--- src/design/normalize_instr_pipe_pkg.sv ---
package normalize_instr_pipe_pkg;

  // register byte offsets
  localparam logic [7:0]  ACC_OFS       = 8'h00;
  localparam logic [7:0]  STAT_OFS      = 8'h04;
  localparam logic [7:0]  CTRL_OFS      = 8'h08;
  localparam logic [7:0]  AR_BASE       = 8'h20;
  localparam logic [7:0]  AR_STRIDE     = 8'h04;

  // field positions
  localparam int          STAT_ARP_LSB  = 0;
  localparam int          STAT_TC_BIT   = 3;
  localparam int          STAT_BUSY_BIT = 4;
  localparam int          STAT_DONE_BIT = 5;
  localparam int          CTRL_RUN_BIT  = 0;

  // values after reset
  localparam logic [31:0] ACC_RST       = 32'h0000_0000;
  localparam logic [15:0] AR_RST        = 16'h0000;
  localparam logic [2:0]  ARP_RST       = 3'h0;
  localparam logic        TC_RST        = 1'b0;
  localparam logic        RUN_RST       = 1'b0;
  localparam logic [7:0]  CNT_RST       = 8'h00;
  localparam logic [3:0]  WAIT_RST      = 4'h0;

  // default step of the pointed register per shift; unit steps of the repeat and wait counters
  localparam logic [15:0] NORMALIZE_INSTR_INC      = 16'h0001;
  localparam logic [7:0]  RPT_ONE       = 8'h01;
  localparam logic [3:0]  WAIT_ONE      = 4'h1;

  typedef struct packed {
    logic        is_normalize_instr;
    logic        ar_mod_en;
    logic [2:0]  ar_sel;
    logic [15:0] ar_delta;
    logic        arp_wr_en;
    logic [2:0]  arp_val;
    logic [7:0]  rpt_n;
    logic        ext_fetch;
    logic [3:0]  wait_p;
  } instr_word_type;

  typedef struct packed {
    logic           valid;
    instr_word_type w;
  } pipe_slot_type;

endpackage : normalize_instr_pipe_pkg

--- src/design/normalize_instr_step.sv ---
module normalize_instr_step
  import normalize_instr_pipe_pkg::*;
(
  input  wire logic [31:0] acc,
  output logic             shift,
  output logic             tc,
  output logic [31:0]      acc_next
);

  always_comb begin
    shift    = 1'b0;
    tc       = 1'b1;
    acc_next = acc;
    if (acc != 32'h0000_0000 && acc[31] == acc[30]) begin // RQ7
      shift    = 1'b1;
      tc       = 1'b0;
      acc_next = {acc[30:0], 1'b0};
    end
  end

endmodule : normalize_instr_step

--- src/design/normalize_instr_pipe_ctrl.sv ---
// Notes on behaviour
// RQ1 - normalize updates its aux register in execute; others update in decode.
// RQ2 - follower edits of the same aux register land before normalize's edit.
// RQ3 - follower pointer changes take effect before normalize executes.
// RQ4 - software should leave aux registers alone for two words after normalize.
// RQ5 - one word; one cycle, plus fetch waits; n cycles under repeat.
// RQ6 - repeated normalize stops shifting once normalized, idles for the rest.
// RQ7 - zero sets flag; equal top bits clear flag and shift; else set.
// RQ8 - without a given modification, the pointed register increments per shift.
// RQ9 - extra fetch cycles equal the wait cycles of an external fetch.
module normalize_instr_pipe_ctrl
  import normalize_instr_pipe_pkg::*;
#(
  parameter int AR_COUNT = 8
) (
  input  wire logic           clk,
  input  wire logic           sys_rst,
  input  wire logic           ce,
  input  wire logic           hsel,
  input  wire logic [31:0]    haddr,
  input  wire logic [1:0]     htrans,
  input  wire logic           hwrite,
  input  wire logic [2:0]     hsize,
  input  wire logic [31:0]    hwdata,
  input  wire logic           hready,
  output logic                hreadyout,
  output logic                hresp,
  output logic [31:0]         hrdata,
  input  wire logic           instr_valid,
  input  wire instr_word_type instr_word,
  output logic                instr_ready,
  output logic                retire,
  output logic                test_control_flag
);

  generate
    if (AR_COUNT < 1 || AR_COUNT > 8) begin : g_bad
      $error("AR_COUNT must be 1 to 8");
    end
  endgenerate

  logic [31:0]   accumulator_reg_q, accumulator_reg_d;
  logic [15:0]   aux_register_q [AR_COUNT];
  logic [15:0]   aux_register_d [AR_COUNT];
  logic [2:0]    aux_reg_pointer_q, aux_reg_pointer_d;
  logic          tc_q, tc_d;
  logic          run_q, run_d;
  logic          done_q, done_d;
  logic [7:0]    rpt_cnt_q, rpt_cnt_d;
  logic [3:0]    fetch_cnt_q, fetch_cnt_d;
  pipe_slot_type dec_q, dec_d, opr_q, opr_d, exe_q, exe_d;
  logic          retire_q, retire_d;
  logic          act_q, act_d;
  logic          wr_q, wr_d;
  logic [7:0]    addr_q, addr_d;
  logic [31:0]   hrdata_q, hrdata_d;
  logic [31:0]   rd_mux;
  logic          step_shift, step_tc;
  logic [31:0]   step_acc;
  logic          stall, advance, fetch_ok, accept, bw;
  logic          normalize_instr_live, normalize_instr_ar_we, dec_ar_we;
  logic [15:0]   normalize_instr_delta;

  normalize_instr_step u_step (
    .acc      (accumulator_reg_q),
    .shift    (step_shift),
    .tc       (step_tc),
    .acc_next (step_acc)
  );

  // pipeline control
  always_comb begin
    stall      = exe_q.valid && exe_q.w.is_normalize_instr &&
                 (8'(rpt_cnt_q + RPT_ONE) < exe_q.w.rpt_n); // RQ5
    advance    = run_q && !stall;
    fetch_ok   = !instr_word.ext_fetch ||
                 fetch_cnt_q == instr_word.wait_p; // RQ9
    instr_ready = ce && advance && fetch_ok;
    accept     = instr_valid && instr_ready;
    normalize_instr_live  = run_q && exe_q.valid && exe_q.w.is_normalize_instr && !done_q; // RQ6
    normalize_instr_ar_we = normalize_instr_live && step_shift; // RQ1
    normalize_instr_delta = exe_q.w.ar_mod_en ? exe_q.w.ar_delta : NORMALIZE_INSTR_INC; // RQ8
    dec_ar_we  = accept && instr_word.ar_mod_en && !instr_word.is_normalize_instr; // RQ1
    bw         = act_q && wr_q;
  end

  always_comb begin
    accumulator_reg_d = accumulator_reg_q;
    aux_reg_pointer_d = aux_reg_pointer_q;
    tc_d        = tc_q;
    run_d       = run_q;
    done_d      = done_q;
    rpt_cnt_d   = rpt_cnt_q;
    fetch_cnt_d = fetch_cnt_q;
    dec_d       = dec_q;
    opr_d       = opr_q;
    exe_d       = exe_q;
    retire_d    = 1'b0;
    // bus writes, overridden by the pipeline
    if (bw && addr_q == ACC_OFS) begin
      accumulator_reg_d = hwdata;
    end
    if (bw && addr_q == STAT_OFS) begin
      aux_reg_pointer_d = hwdata[STAT_ARP_LSB +: 3];
      tc_d              = hwdata[STAT_TC_BIT];
    end
    if (bw && addr_q == CTRL_OFS) begin
      run_d = hwdata[CTRL_RUN_BIT];
    end
    if (normalize_instr_live) begin
      tc_d = step_tc; // RQ7
      if (step_shift) begin
        accumulator_reg_d = step_acc;
      end else begin
        done_d = 1'b1; // RQ6
      end
    end
    if (accept && instr_word.arp_wr_en) begin
      aux_reg_pointer_d = instr_word.arp_val; // RQ3
    end
    if (accept) begin
      fetch_cnt_d = WAIT_RST;
    end else if (run_q && instr_valid && !fetch_ok) begin
      fetch_cnt_d = 4'(fetch_cnt_q + WAIT_ONE); // RQ9
    end
    if (advance) begin
      dec_d     = '{valid: accept, w: instr_word};
      opr_d     = dec_q;
      exe_d     = opr_q;
      retire_d  = exe_q.valid;
      rpt_cnt_d = CNT_RST;
      done_d    = 1'b0;
    end else if (stall && run_q) begin
      rpt_cnt_d = 8'(rpt_cnt_q + RPT_ONE); // RQ5
    end
  end

  // one entry per aux register
  generate
    for (genvar i = 0; i < AR_COUNT; i++) begin : g_ar
      always_comb begin
        aux_register_d[i] = aux_register_q[i];
        if (bw && addr_q == 8'(AR_BASE + AR_STRIDE * i)) begin
          aux_register_d[i] = hwdata[15:0];
        end
        if (normalize_instr_ar_we && aux_reg_pointer_q == 3'(i)) begin
          aux_register_d[i] = 16'(aux_register_q[i] + normalize_instr_delta); // RQ2
        end
        if (dec_ar_we && instr_word.ar_sel == 3'(i)) begin
          aux_register_d[i] = 16'(aux_register_d[i] + instr_word.ar_delta);
        end
      end
      always_ff @(posedge clk) begin
        if (sys_rst) begin
          aux_register_q[i] <= AR_RST;
        end else if (ce) begin
          aux_register_q[i] <= aux_register_d[i];
        end
      end
    end
  endgenerate

  // ahb-lite slave, zero wait states
  always_comb begin
    rd_mux = 32'h0000_0000;
    case (haddr[7:0])
      ACC_OFS:  rd_mux = accumulator_reg_d;
      STAT_OFS: begin
        rd_mux[STAT_ARP_LSB +: 3] = aux_reg_pointer_d;
        rd_mux[STAT_TC_BIT]       = tc_d;
        rd_mux[STAT_BUSY_BIT]     = exe_d.valid;
        rd_mux[STAT_DONE_BIT]     = done_d;
      end
      CTRL_OFS: rd_mux[CTRL_RUN_BIT] = run_d;
      default:  rd_mux = 32'h0000_0000;
    endcase
    for (int k = 0; k < AR_COUNT; k++) begin
      if (haddr[7:0] == 8'(AR_BASE + AR_STRIDE * k)) begin
        rd_mux = {16'h0000, aux_register_d[k]};
      end
    end
    act_d    = hsel && htrans[1] && hready;
    wr_d     = hwrite;
    addr_d   = haddr[7:0];
    hrdata_d = (act_d && !hwrite) ? rd_mux : hrdata_q;
  end

  always_ff @(posedge clk) begin
    if (sys_rst) begin
      accumulator_reg_q <= ACC_RST;
      aux_reg_pointer_q <= ARP_RST;
      tc_q        <= TC_RST;
      run_q       <= RUN_RST;
      done_q      <= 1'b0;
      rpt_cnt_q   <= CNT_RST;
      fetch_cnt_q <= WAIT_RST;
      dec_q       <= '0;
      opr_q       <= '0;
      exe_q       <= '0;
      retire_q    <= 1'b0;
      act_q       <= 1'b0;
      wr_q        <= 1'b0;
      addr_q      <= 8'h00;
      hrdata_q    <= 32'h0000_0000;
    end else if (ce) begin
      accumulator_reg_q <= accumulator_reg_d;
      aux_reg_pointer_q <= aux_reg_pointer_d;
      tc_q        <= tc_d;
      run_q       <= run_d;
      done_q      <= done_d;
      rpt_cnt_q   <= rpt_cnt_d;
      fetch_cnt_q <= fetch_cnt_d;
      dec_q       <= dec_d;
      opr_q       <= opr_d;
      exe_q       <= exe_d;
      retire_q    <= retire_d;
      act_q       <= act_d;
      wr_q        <= wr_d;
      addr_q      <= addr_d;
      hrdata_q    <= hrdata_d;
    end
  end

  assign hreadyout         = ce;
  assign hresp             = 1'b0;
  assign hrdata            = hrdata_q;
  assign retire            = retire_q;
  assign test_control_flag = tc_q;
endmodule : normalize_instr_pipe_ctrl

--- config.mk ---
export PLATFORM = sky130hd
export DESIGN_NAME = normalize_instr_pipe_ctrl
export DESIGN_NICKNAME = d
export VERILOG_FILES = /design/src/design/normalize_instr_pipe_pkg.sv /design/src/design/normalize_instr_step.sv /design/src/design/normalize_instr_pipe_ctrl.sv
export SDC_FILE = /design/constraint.sdc
export NUM_CORES = 1
export LEC_CHECK = 0
export BUFFER_PORTS_ARGS = -buffer_cell sky130_fd_sc_hd__buf_2
export CAP_MARGIN = 20
export CORE_MARGIN = 5
export CORE_UTILIZATION = 58
export CTS_CLUSTER_DIAMETER = 60
export CTS_CLUSTER_SIZE = 24
export DETAILED_ROUTE_END_ITERATION = 8
export PLACE_DENSITY_LB_ADDON = 0.15
export SLEW_MARGIN = 20
export SYNTH_ARGS = -nofsm -noshare
export SYNTH_HDL_FRONTEND = slang
export SYNTH_HIERARCHICAL = 1
export SYNTH_SLANG_ARGS = --single-unit
--- constraint.sdc ---
create_clock -name clk -period 6.05 [get_ports clk]
set_input_delay 1.21 -clock clk [delete_from_list [all_inputs] [get_ports clk]]
set_output_delay 1.21 -clock clk [all_outputs]
set_load 0.005 [all_outputs]
Yosys cells after proc, flatten, opt, wreduce, memory -nomap -nowiden
Memory sizes are Yosys's and may differ from the RTL's.
Cells that the tools add are included.
- register bits after elaboration: 210
- RAM bits: 128
- input port bits: 114
- output and inout port bits: 37
- logic and storage cells: 241
- memories: 1
- memories (memory ; depth ; bits a word ; read ports ; clocked after memory_dff ; wr ports ; line ; source):
    aux_register_q ; 8 ; 16 ; 8 ; 0 ; 8 ; normalize_instr_pipe_ctrl.sv:43 ; logic [15:0] aux_register_q [AR_COUNT];
- add/subtract/negate cells: 18
- $lt $le $gt $ge: 1
- eq/ne operators: 36
- muxes and demuxes: 69
- bitwise gates (word level): 8
- reductions and logical operators: 66
- operators by type and width (kind ; count):
    two-way mux 16 bit ; 33
    two-way mux 32 bit ; 12
    adder 16 bit ; 16
    equality test 8 x 6 -> 1 bit, second input constant ; 16
    logical AND 1 bit ; 48
    two-way mux 39 bit ; 1
    nonzero test 32 bit ; 1
    two-way mux 26 bit ; 1
    equality test 3 bit, second input constant ; 8
    equality test 8 x 3 -> 1 bit, second input constant ; 2
    equality test 8 x 4 -> 1 bit, second input constant ; 2
    logical NOT 8 bit ; 2
    two-way mux 8 bit ; 2
    two-way mux 1 bit ; 14
    equality test 3 x 2 -> 1 bit, second input constant ; 4
    one-hot mux 5 bit (2 select lines) ; 1
    adder 8 x 1 -> 8 bit, second input constant ; 1
    less-than comparator 8 bit ; 1
    two-way mux 4 bit ; 2
    bitwise OR 1 bit ; 8
    AND reduction 2 bit ; 4
    equality test 3 x 1 -> 1 bit, second input constant ; 2
    logical NOT 1 bit ; 6
    logical NOT 3 bit ; 2
    other kinds (7) ; 9

Logic depth before layout (Yosys ltp)
Gate-level depths: netlist of the first run.
- depth in word-level cells: 20
- gate-level depth with buffers: 28
- mapped depth without buffers: 27

Hierarchy
The synthesis of the first run kept the hierarchy.
- by module, submodules not included (module ; instances ; cells each ; area an instance (um^2) ; seq. area each (um^2)):
    normalize_instr_pipe_ctrl ; 1 ; 3709 ; 28592.4 ; 7327.0
    normalize_instr_step ; 1 ; 50 ; 494.2 ; 0.0

Least setup slack after synthesis of the first run
Ideal clock, no wire load.
- kind: register to register
- from: register exe_q[36] (netlist name)
- to: register hrdata_q[15], in the netlist hrdata[15]
- library setup time: 0.130 ns
- arrival time: 5.859 ns
- data required time: 5.920 ns
- slack: 0.062 ns
- cell stages (with the launch flop): 28
- path buffers: 4
- clock period less this slack: 5.988 ns
- cell sequence: dfxtp_1 > buf_4 > buf_2 > buf_2 > buf_1 > nand2b_1 > ha_1 > o211ai_1 > o22ai_1 > a2111oi_0 > nor3_1 > o31a_1 > o21a_1 > or3_1 > nand3_1 > o21ai_1 > ha_1 > a21o_1 > a221oi_1 > a21oi_1 > a31oi_1 > mux2i_1 > xor2_1 > o31ai_1 > nor3b_1 > o211ai_1 > o221ai_1 > o31ai_1
- word-level cells in the longest chain between the ends: 13
- elaborated cells between the ends (all ways): 41
- classes of those cells: add/sub (16); mux (25)
- ends and longest elaborated chain (what ; line ; source):
    from (decl) ; normalize_instr_pipe_ctrl.sv:51 ; pipe_slot_type dec_q, dec_d, opr_q, opr_d, exe_q, exe_d;
    from (signal assigned) ; normalize_instr_pipe_ctrl.sv:199 ; exe_q <= '0;
    from (signal assigned) ; normalize_instr_pipe_ctrl.sv:215 ; exe_q <= exe_d;
    two-way mux 16 bit * ; normalize_instr_pipe_ctrl.sv:82 ; normalize_instr_delta = exe_q.w.ar_mod_en ? exe_q.w.ar_delta : NORMALIZE_INSTR_INC;
    adder 16 bit ; normalize_instr_pipe_ctrl.sv:147 ; aux_register_d[i] = 16'(aux_register_q[i] + normalize_instr_delta);
    two-way mux 16 bit ; normalize_instr_pipe_ctrl.sv:146 ; if (normalize_instr_ar_we && aux_reg_pointer_q == 3'(i)) begin
    adder 16 bit ; normalize_instr_pipe_ctrl.sv:150 ; aux_register_d[i] = 16'(aux_register_d[i] + instr_word.ar_delta);
    two-way mux 16 bit ; normalize_instr_pipe_ctrl.sv:149 ; if (dec_ar_we && instr_word.ar_sel == 3'(i)) begin
    two-way mux 32 bit (7 in a row) ; normalize_instr_pipe_ctrl.sv:178 ; if (haddr[7:0] == 8'(AR_BASE + AR_STRIDE * k)) begin
    two-way mux 32 bit * ; normalize_instr_pipe_ctrl.sv:178 ;
    to (signal assigned) ; normalize_instr_pipe_ctrl.sv:220 ; hrdata_q <= hrdata_d;
    to (decl) ; normalize_instr_pipe_ctrl.sv:56 ; logic [31:0] hrdata_q, hrdata_d;
Mark *: on every way between the ends. The rest lies on a longest branch, timed or not.
A chain may end at the register's enable or synchronous reset.

Worst setup path after layout of the first run
- from: register wr_q
- to: register hrdata_q[12], in the netlist hrdata[12]
- word-level cells in the longest chain between the ends: 14
- elaborated cells between the ends (all ways): 54
- classes of those cells: add/sub (8); mux (36); reduce/logical (10)
- ends and longest elaborated chain (what ; line ; source):
    from (decl) ; normalize_instr_pipe_ctrl.sv:54 ; logic wr_q, wr_d;
    from (signal assigned) ; normalize_instr_pipe_ctrl.sv:218 ; wr_q <= wr_d;
    logical AND 1 bit * ; normalize_instr_pipe_ctrl.sv:84 ; bw = act_q && wr_q;
    logical AND 1 bit (on tied branches) ; normalize_instr_pipe_ctrl.sv:143, normalize_instr_pipe_ctrl.sv:100 ;
    two-way mux 16 bit or two-way mux 32 bit (tied branches) ; normalize_instr_pipe_ctrl.sv:143, normalize_instr_pipe_ctrl.sv:100 ;
    two-way mux 16 bit or two-way mux 32 bit (tied branches) ; normalize_instr_pipe_ctrl.sv:146, normalize_instr_pipe_ctrl.sv:112 ;
    adder 16 bit or two-way mux 32 bit (tied branches) ; normalize_instr_pipe_ctrl.sv:150, normalize_instr_pipe_ctrl.sv:110 ;
    two-way mux 16 bit or two-way mux 26 bit (tied branches) ; normalize_instr_pipe_ctrl.sv:149, normalize_instr_pipe_ctrl.sv:166 ;
    two-way mux 32 bit (7 in a row) ; normalize_instr_pipe_ctrl.sv:178 ;
    two-way mux 32 bit * ; normalize_instr_pipe_ctrl.sv:178 ;
Marked as above.

==> results of run 1 <==
## sequential cells by signal, indices dropped and copies added (netlist names), 3 cells and up
name	cells
accumulator_reg_q	32
aux_register_q	128
opr_q	27
fetch_cnt_q	4
hrdata	32
rpt_cnt_q	8
dec_q	27
addr_q	8
exe_q	27
aux_reg_pointer_q	3
## critical path: cells and delay by family, from the launching register on
kind	cells	cell delay (ns)
AO/OA/AOI/OAI	10	2.39
AND/OR/NAND/NOR	5	1.77
adder cells (fa/ha/maj)	2	0.69
XOR/XNOR	1	0.17
multiplexers	1	0.27
flip-flops	1	0.37
## repair_timing
| action | in CTS | in global routing |
|---|---|---|
| setup buffers | 0 | 2 |
| resized for setup | 0 | 27 |
| setup endpoints to repair | 0 | 15 |
## layer usage
metal / global-route usage / up-vias / part of all wire
met2: 0.661 / 1985 / 0.44
li1: - / 13800 / -
met4: 0.280 / 0 / 0.085
met1: 0.498 / 14400 / 0.35
met5: 0 / - / 0
met3: 0.0964 / 567 / 0.12
## where the power goes
| part | internal (uW) | switching [uW] | total (uW) |
|---|---|---|---|
| combinational | 434 | 733 | 1170 |
| clock | 1390 | 1120 | 2510 |
| sequential | 2190 | 68.0 | 2260 |
## per-stage QoR
step | worst slack (ns) | setup TNS, ns | power (uW) | std cells
after floorplan | 0.0617 | 0 | 3070 | 3759
after global placement | 0.243 | 0 | 3370 | 4445
after detailed placement | 0.129 | 0 | 3420 | 4445
after CTS | 0.0541 | 0 | 5900 | 4510
after global routing | -0.00912 | -0.00912 | 6120 | 4514
final | 0.241 | 0 | 5940 | 4514
## cells in the mapped netlist, drive strengths merged (61+ instances only)
cell type  count  area share
mux2i        163       0.056
xnor2        134       0.040
o21ai        206       0.036
nor3          77       0.014
dfxtp        174        0.12
nand2        440       0.057
clkbuf       160       0.021
a31oi         65       0.014
nand3         69       0.012
mux2          61       0.024
ha           227       0.098
xor2          75       0.023
a21oi        393       0.068
inv           83       0.011
nor2         484       0.063
a211oi        72       0.019
buf           62       0.011
edfxtp       128        0.13
a21o          80       0.021
## cells by family (layout without fill, tap and decap cells)
group	count (synthesis)	in the layout
AO/OA/AOI/OAI	1158	1158
AND/OR/NAND/NOR	1321	1321
adder cells (fa/ha/maj)	237	237
other	1	3
XOR/XNOR	209	209
flip-flops	302	302
buffers and inverters	307	388
multiplexers	224	224
## area by class of cell
class                           count  area (sq um)  share of cell area
Antenna cell                        2          5.00            0.000156
Clock buffer                       39           953              0.0297
Clock inverter                     26           379              0.0118
Inverter                           85           322              0.0100
Multi-Input combinational cell   3150         20700               0.646
Sequential cell                   302          7330               0.229
Tap cell                          672           841              0.0262
Timing Repair Buffer              238          1530              0.0478
## worst paths after layout
check / startpoint / end / slack (ns)
worst max-delay path: wr_q$_SDFFE_PP0P_ / hrdata[12]$_SDFFE_PP0P_ / 0.24
worst min-delay path: opr_q[37]$_SDFFE_PP0P_ / exe_q[37]$_SDFFE_PP0P_ / 0.44
worst max register to register: wr_q$_SDFFE_PP0P_ / hrdata[12]$_SDFFE_PP0P_ / 0.24
worst min register to register: opr_q[37]$_SDFFE_PP0P_ / exe_q[37]$_SDFFE_PP0P_ / 0.44
==> reports/metrics.cfg, run 1 <==
[pwr]
p_per_area_nw_per_um2 = 185
ir_worst_vdd_mv = 0.294
power.leakage_uw = 0.0134

[drt]
ant_nets = 0
vias = 30800
drtPass1Iterations = 6
drt-initial-drc-count = 3443
routedWlPerCell_microns = 26.1
drc = 0
wl_mm = 118
viasPerCell = 6.83

[timing]
fmax_ghz = 0.172
final_max_slew_viol_count = 0
fin_skew_ns = 0.0305
max-slew-margin-rel = 0.263
period_needed_ns = 5.81
setup_viol = 0
hold_viol = 0
fin_crit_sh = 0.960
worst_pin_slew_ns = 1.10
whs_ns = 0.444
rsz0062_at_grt = yes

[yosys]
synth-simple-area-share = 0.204
synth_area_sq_um = 29100
avgSynthCellArea_sq_um = 7.74
synth_compound_area_frac = 0.254
ys_ff_latch = 302
synth-edff-count = 128
ys_warn_count = 6
synth.yosys.seq_area_share = 0.252
synth.distinct_cells = 101
synth-xor-area-share = 0.0629
synthCells = 3759
async_reset_ff_frac = 0
synth_mux_area_frac = 0.0798
synthFlopType = dfxtp_1
synth_top_family_by_area = compound AO/OA/AOI/OAI gates
synth_fp_nets = 4108
synth_adder_area_share = 0.104

[floorplan]
core_area_sq_um = 49900
row_count = 82
die_w_microns = 234
start_util = 0.583
die_height_microns = 234
dieArea_sq_um = 54700
pin_count = 151

[outcome]
status = completed

[cts]
cts_buffers = 36
ctsRootBufferMaster = clkbuf_16
h-tree-depth = 2
cts_tree = done
cts_buffer_depth = 3
cts_hold_buffers = 0
cts_sinks = 302
insertion_delay_ns = 0.60
path_clk_slew_ns = 0.09

[global_route]
grt-ovfl-total = 0
grt_usage = 0.414
grt_pass1_vias = 29300
grt_pass1_wl_mm = 173
antenna_found_initial = 4
grt_max_degree = 98

[setup_path]
critPathMaxFanout = 5
rr_worst_depth = 19
crit_chain = nor4bb_1 -> nand3_1 -> nor2b_2 -> mux2i_1 -> a21oi_1 -> ha_1 -> fa_1 -> a21o_1 -> a21oi_1 -> o21bai_1 -> a31o_2 -> a41oi_1 -> a21boi_0 -> xnor2_1 -> nor2_1 -> a21oi_1 -> nor2_1 -> o21ai_0 -> a31oi_1
required_ns = 6.50
path_common_cell = a21oi_1
crit_type = reg2reg
worstSetupStartpointType = flip-flop
slowest_delay_ns = 0.68
critical-path-slowest-cell = nor2b_2
worst-endpoint-arrival_ns = 6.26
end_kind = flip-flop

[final_layout]
fill_cells = 4521
final_util = 0.643
layout-drive-gt1-share = 0.114
mostFrequentLayoutCells = 477 x nor2_1, 437 x nand2_1, 390 x a21oi_1, 227 x ha_1, 191 x o21ai_0
area_delta_synth_final_pct = 10.2
final_area_sq_um = 32100
final_common_cell = nor2_1
fin_nets = 4162

[placement]
dpl_cell_area_sq_um = 30600
port_buffers = 121
gp_congestion = 1.06
hpwl_mm = 86.7

[worst_hold_path]
hold_depth = 2
hold_class = reg2reg

[run]
cap_violations = 0

No activity file was read; power rests on OpenSTA's default activity.
==> run 2: changes to the inputs <==
CORE_UTILIZATION = 45   (was 58)
==> run 2 against run 1 <==
Compared with the run above: total power is 3.2% higher; register-to-register slack worse by 0.08 ns; sequential power hardly changed.
==> reports/metrics.cfg, run 2 (synthesized netlist as in run 1, its figures left out) <==
[setup_path]
required_ns = 6.55  ; was 6.50 ns
critical-path-slowest-cell = maj3_1  ; was nor2b_2
path_common_cell = a21oi_1  ; unchanged
crit_chain = nand2b_1 -> buf_4 -> ha_1 -> ha_1 -> a21oi_1 -> a2111oi_0 -> o22a_1 -> maj3_1 -> a2111oi_1 -> nor3_1 -> xnor2_1 -> a21oi_1 -> ha_1 -> a21o_1 -> a31o_2 -> nand2_1 -> o211ai_1 -> a21oi_1 -> xnor2_1 -> mux2_2 -> a21oi_1 -> o2111ai_1 -> a21oi_1 -> nor2_1  ; was nor4bb_1 -> nand3_1 -> nor2b_2 -> mux2i_1 -> a21oi_1 -> ha_1 -> fa_1 -> a21o_1 -> a21oi_1 -> o21bai_1 -> a31o_2 -> a41oi_1 -> a21boi_0 -> xnor2_1 -> nor2_1 -> a21oi_1 -> nor2_1 -> o21ai_0 -> a31oi_1
reg2reg_to = hrdata[11]$_SDFFE_PP0P_  ; was hrdata[12]$_SDFFE_PP0P_
rr_worst_depth = 24  ; was 19
crit_type = reg2reg  ; unchanged
end_kind = flip-flop  ; unchanged
crit_family = compound AO/OA/AOI/OAI gates  ; unchanged
worstSetupStartpointType = flip-flop  ; unchanged
critPathBufInv = 1  ; was 0
critPathMaxFanout = 7  ; was 5
slowest_delay_ns = 0.44  ; was 0.68 ns
worst-endpoint-arrival_ns = 6.38  ; was 6.26 ns
regToRegSetupSlack_ns = 0.16  ; was 0.24 ns
regToRegStartpoint = exe_q[17]$_SDFFE_PP0P_  ; was wr_q$_SDFFE_PP0P_

[timing]
worst_slack_ns = 0.161  ; was 0.241 ns
period_needed_ns = 5.89  ; was 5.81 ns
final_max_slew_viol_count = 0  ; unchanged
hold_viol = 0  ; unchanged
setup_viol = 0  ; unchanged
worst_pin_slew_ns = 1.08  ; was 1.10 ns
fmax_ghz = 0.170  ; was 0.172 GHz
fin_skew_ns = 0.0351  ; was 0.0305 ns
rsz0062_at_grt = yes  ; unchanged
fin_crit_sh = 0.973  ; was 0.960
max-slew-margin-rel = 0.277  ; was 0.263

[final_layout]
stdcell_count = 4774  ; was 4514
fin_nets = 4232  ; was 4162
area_delta_synth_final_pct = 13.0  ; was 10.2%
final_area_sq_um = 32900  ; was 32100 sq um
final_util = 0.512  ; was 0.643
mostFrequentLayoutCells = 478 x nor2_1, 436 x nand2_1, 392 x a21oi_1, 227 x ha_1, 189 x o21ai_0  ; was 477 x nor2_1, 437 x nand2_1, 390 x a21oi_1, 227 x ha_1, 191 x o21ai_0
final_common_cell = nor2_1  ; unchanged
fill_cells = 6324  ; was 4521
layout-drive-gt1-share = 0.128  ; was 0.114
top_register = aux_register_q  ; unchanged
largest_reg_flops = 128  ; unchanged

[worst_hold_path]
hp-start = dec_q[23]$_SDFFE_PP0P_  ; was opr_q[37]$_SDFFE_PP0P_
hold_depth = 2  ; unchanged
hold_class = reg2reg  ; unchanged
holdPathEnd = opr_q[23]$_SDFFE_PP0P_  ; was exe_q[37]$_SDFFE_PP0P_

[cts]
path_clk_slew_ns = 0.08  ; was 0.09 ns
cts_buffers = 42  ; was 36
cts_sinks = 302  ; unchanged
cts_hold_buffers = 0  ; unchanged
cts_buffer_depth = 3  ; unchanged
cts_tree = done  ; unchanged
ctsRootBufferMaster = clkbuf_16  ; unchanged
h-tree-depth = 2  ; unchanged
insertion_delay_ns = 0.62  ; was 0.60 ns

[placement]
dpl_cell_area_sq_um = 31300  ; was 30600 sq um
port_buffers = 121  ; unchanged
gp_congestion = 1.04  ; was 1.06
dp.cells = 4691  ; was 4445
hpwl_mm = 89.0  ; was 86.7 mm
pre_cts_slack_ns = 0.144  ; was 0.129 ns

[global_route]
grt_max_degree = 89  ; was 98
antenna_found_initial = 3  ; was 4
grt_pass1_vias = 27500  ; was 29300
grt-ovfl-total = 0  ; unchanged
grt_usage = 0.332  ; was 0.414
grt_pass1_wl_mm = 177  ; was 173 mm

[floorplan]
dieArea_sq_um = 69800  ; was 54700 sq um
row_count = 93  ; was 82
die_height_microns = 264  ; was 234 microns
die_w_microns = 264  ; was 234 microns
start_util = 0.453  ; was 0.583
core_area_sq_um = 64200  ; was 49900 sq um
pin_count = 151  ; unchanged

[pwr]
p_per_area_nw_per_um2 = 186  ; was 185 nW/um^2
power.leakage_uw = 0.0138  ; was 0.0134 uW
ir_worst_vdd_mv = 0.236  ; was 0.294 mV

[drt]
drt-initial-drc-count = 3368  ; was 3443
vias = 29900  ; was 30800
drtPass1Iterations = 6  ; unchanged
viasPerCell = 6.27  ; was 6.83
wl_mm = 122  ; was 118 mm
routedWlPerCell_microns = 25.6  ; was 26.1 microns
drc = 0  ; unchanged
ant_nets = 0  ; unchanged

[outcome]
status = completed  ; unchanged

[run]
cap_violations = 0  ; unchanged

run 2: worst reg2reg max path, delay by kind of cell, from the launching register on:
| kind | cells | cell delay [ns] |
|---|---|---|
| AOI/OAI and AO/OA | 12 | 2.93 |
| adders and majority gates | 4 | 1.25 |
| and+or+nand+nor | 4 | 0.50 |
| DFF | 1 | 0.32 |
| muxes | 1 | 0.30 |
| xor gates and xnor gates | 2 | 0.24 |
| buffers and inverters | 1 | 0.24 |
run 2: what timing repair did:
item	4_1_cts	5_1_grt
gates resized for setup	0	17
endpoints found under the setup margin	0	4
setup buffers	0	2
run 2: worst max path at each step:
stage	depth (start not counted)	endpoint	slack (ns)	startpoint
2_1_floorplan	27	hrdata[15]$_SDFFE_PP0P_	0.06	exe_q[36]$_SDFFE_PP0P_
3_3_place_gp	27	hrdata[15]$_SDFFE_PP0P_	0.21	accumulator_reg_q[30]$_SDFFE_PP0P_
3_5_place_dp	25	hrdata[15]$_SDFFE_PP0P_	0.14	accumulator_reg_q[30]$_SDFFE_PP0P_
4_1_cts	27	hrdata[15]$_SDFFE_PP0P_	0.08	accumulator_reg_q[30]$_SDFFE_PP0P_
5_1_grt	25	hrdata[15]$_SDFFE_PP0P_	-0.02	exe_q[17]$_SDFFE_PP0P_
6_report	24	hrdata[11]$_SDFFE_PP0P_	0.16	exe_q[17]$_SDFFE_PP0P_
run 2: metal layers:
metal / up-vias / routed length, microns / GRT usage
li1: 14000 / - / -
met1: 14100 / 50000 / 0.447
met2: 1499 / 50100 / 0.494
met3: 354 / 12600 / 0.0616
met4: 2 / 9440 / 0.205
met5: - / 7 / 0
run 2: per-stage QoR:
step | power (uW) | hold slack [ns] | TNS [ns]
3_3_place_gp | 3450 | 0.438 | 0
5_1_grt | 6340 | 0.465 | -0.0185
2_1_floorplan | 3070 | 0.431 | 0
6_report | 6130 | 0.448 | 0
3_5_place_dp | 3460 | 0.442 | 0
4_1_cts | 6130 | 0.434 | 0
run 2: cell type report:
type / count / area, sq um / area share
Tap cell: 855 / 1070 / 0.0325
Timing Repair Buffer: 302 / 2030 / 0.0618
Clock inverter: 28 / 335 / 0.0102
Inverter: 85 / 324 / 0.00986
Clock buffer: 50 / 1130 / 0.0344
Antenna cell: 2 / 5.00 / 0.000152
Sequential cell: 302 / 7330 / 0.223
Multi-Input combinational cell: 3150 / 20700 / 0.628
run 2: report_power, final:
part           internal [uW]  total, uW  switching (uW)  leakage [uW]
Clock                   1430       2670            1250      0.000713
Sequential              2190       2260            65.3       0.00282
Combinational            449       1200             749        0.0102
Total                   4070       6130            2060        0.0138
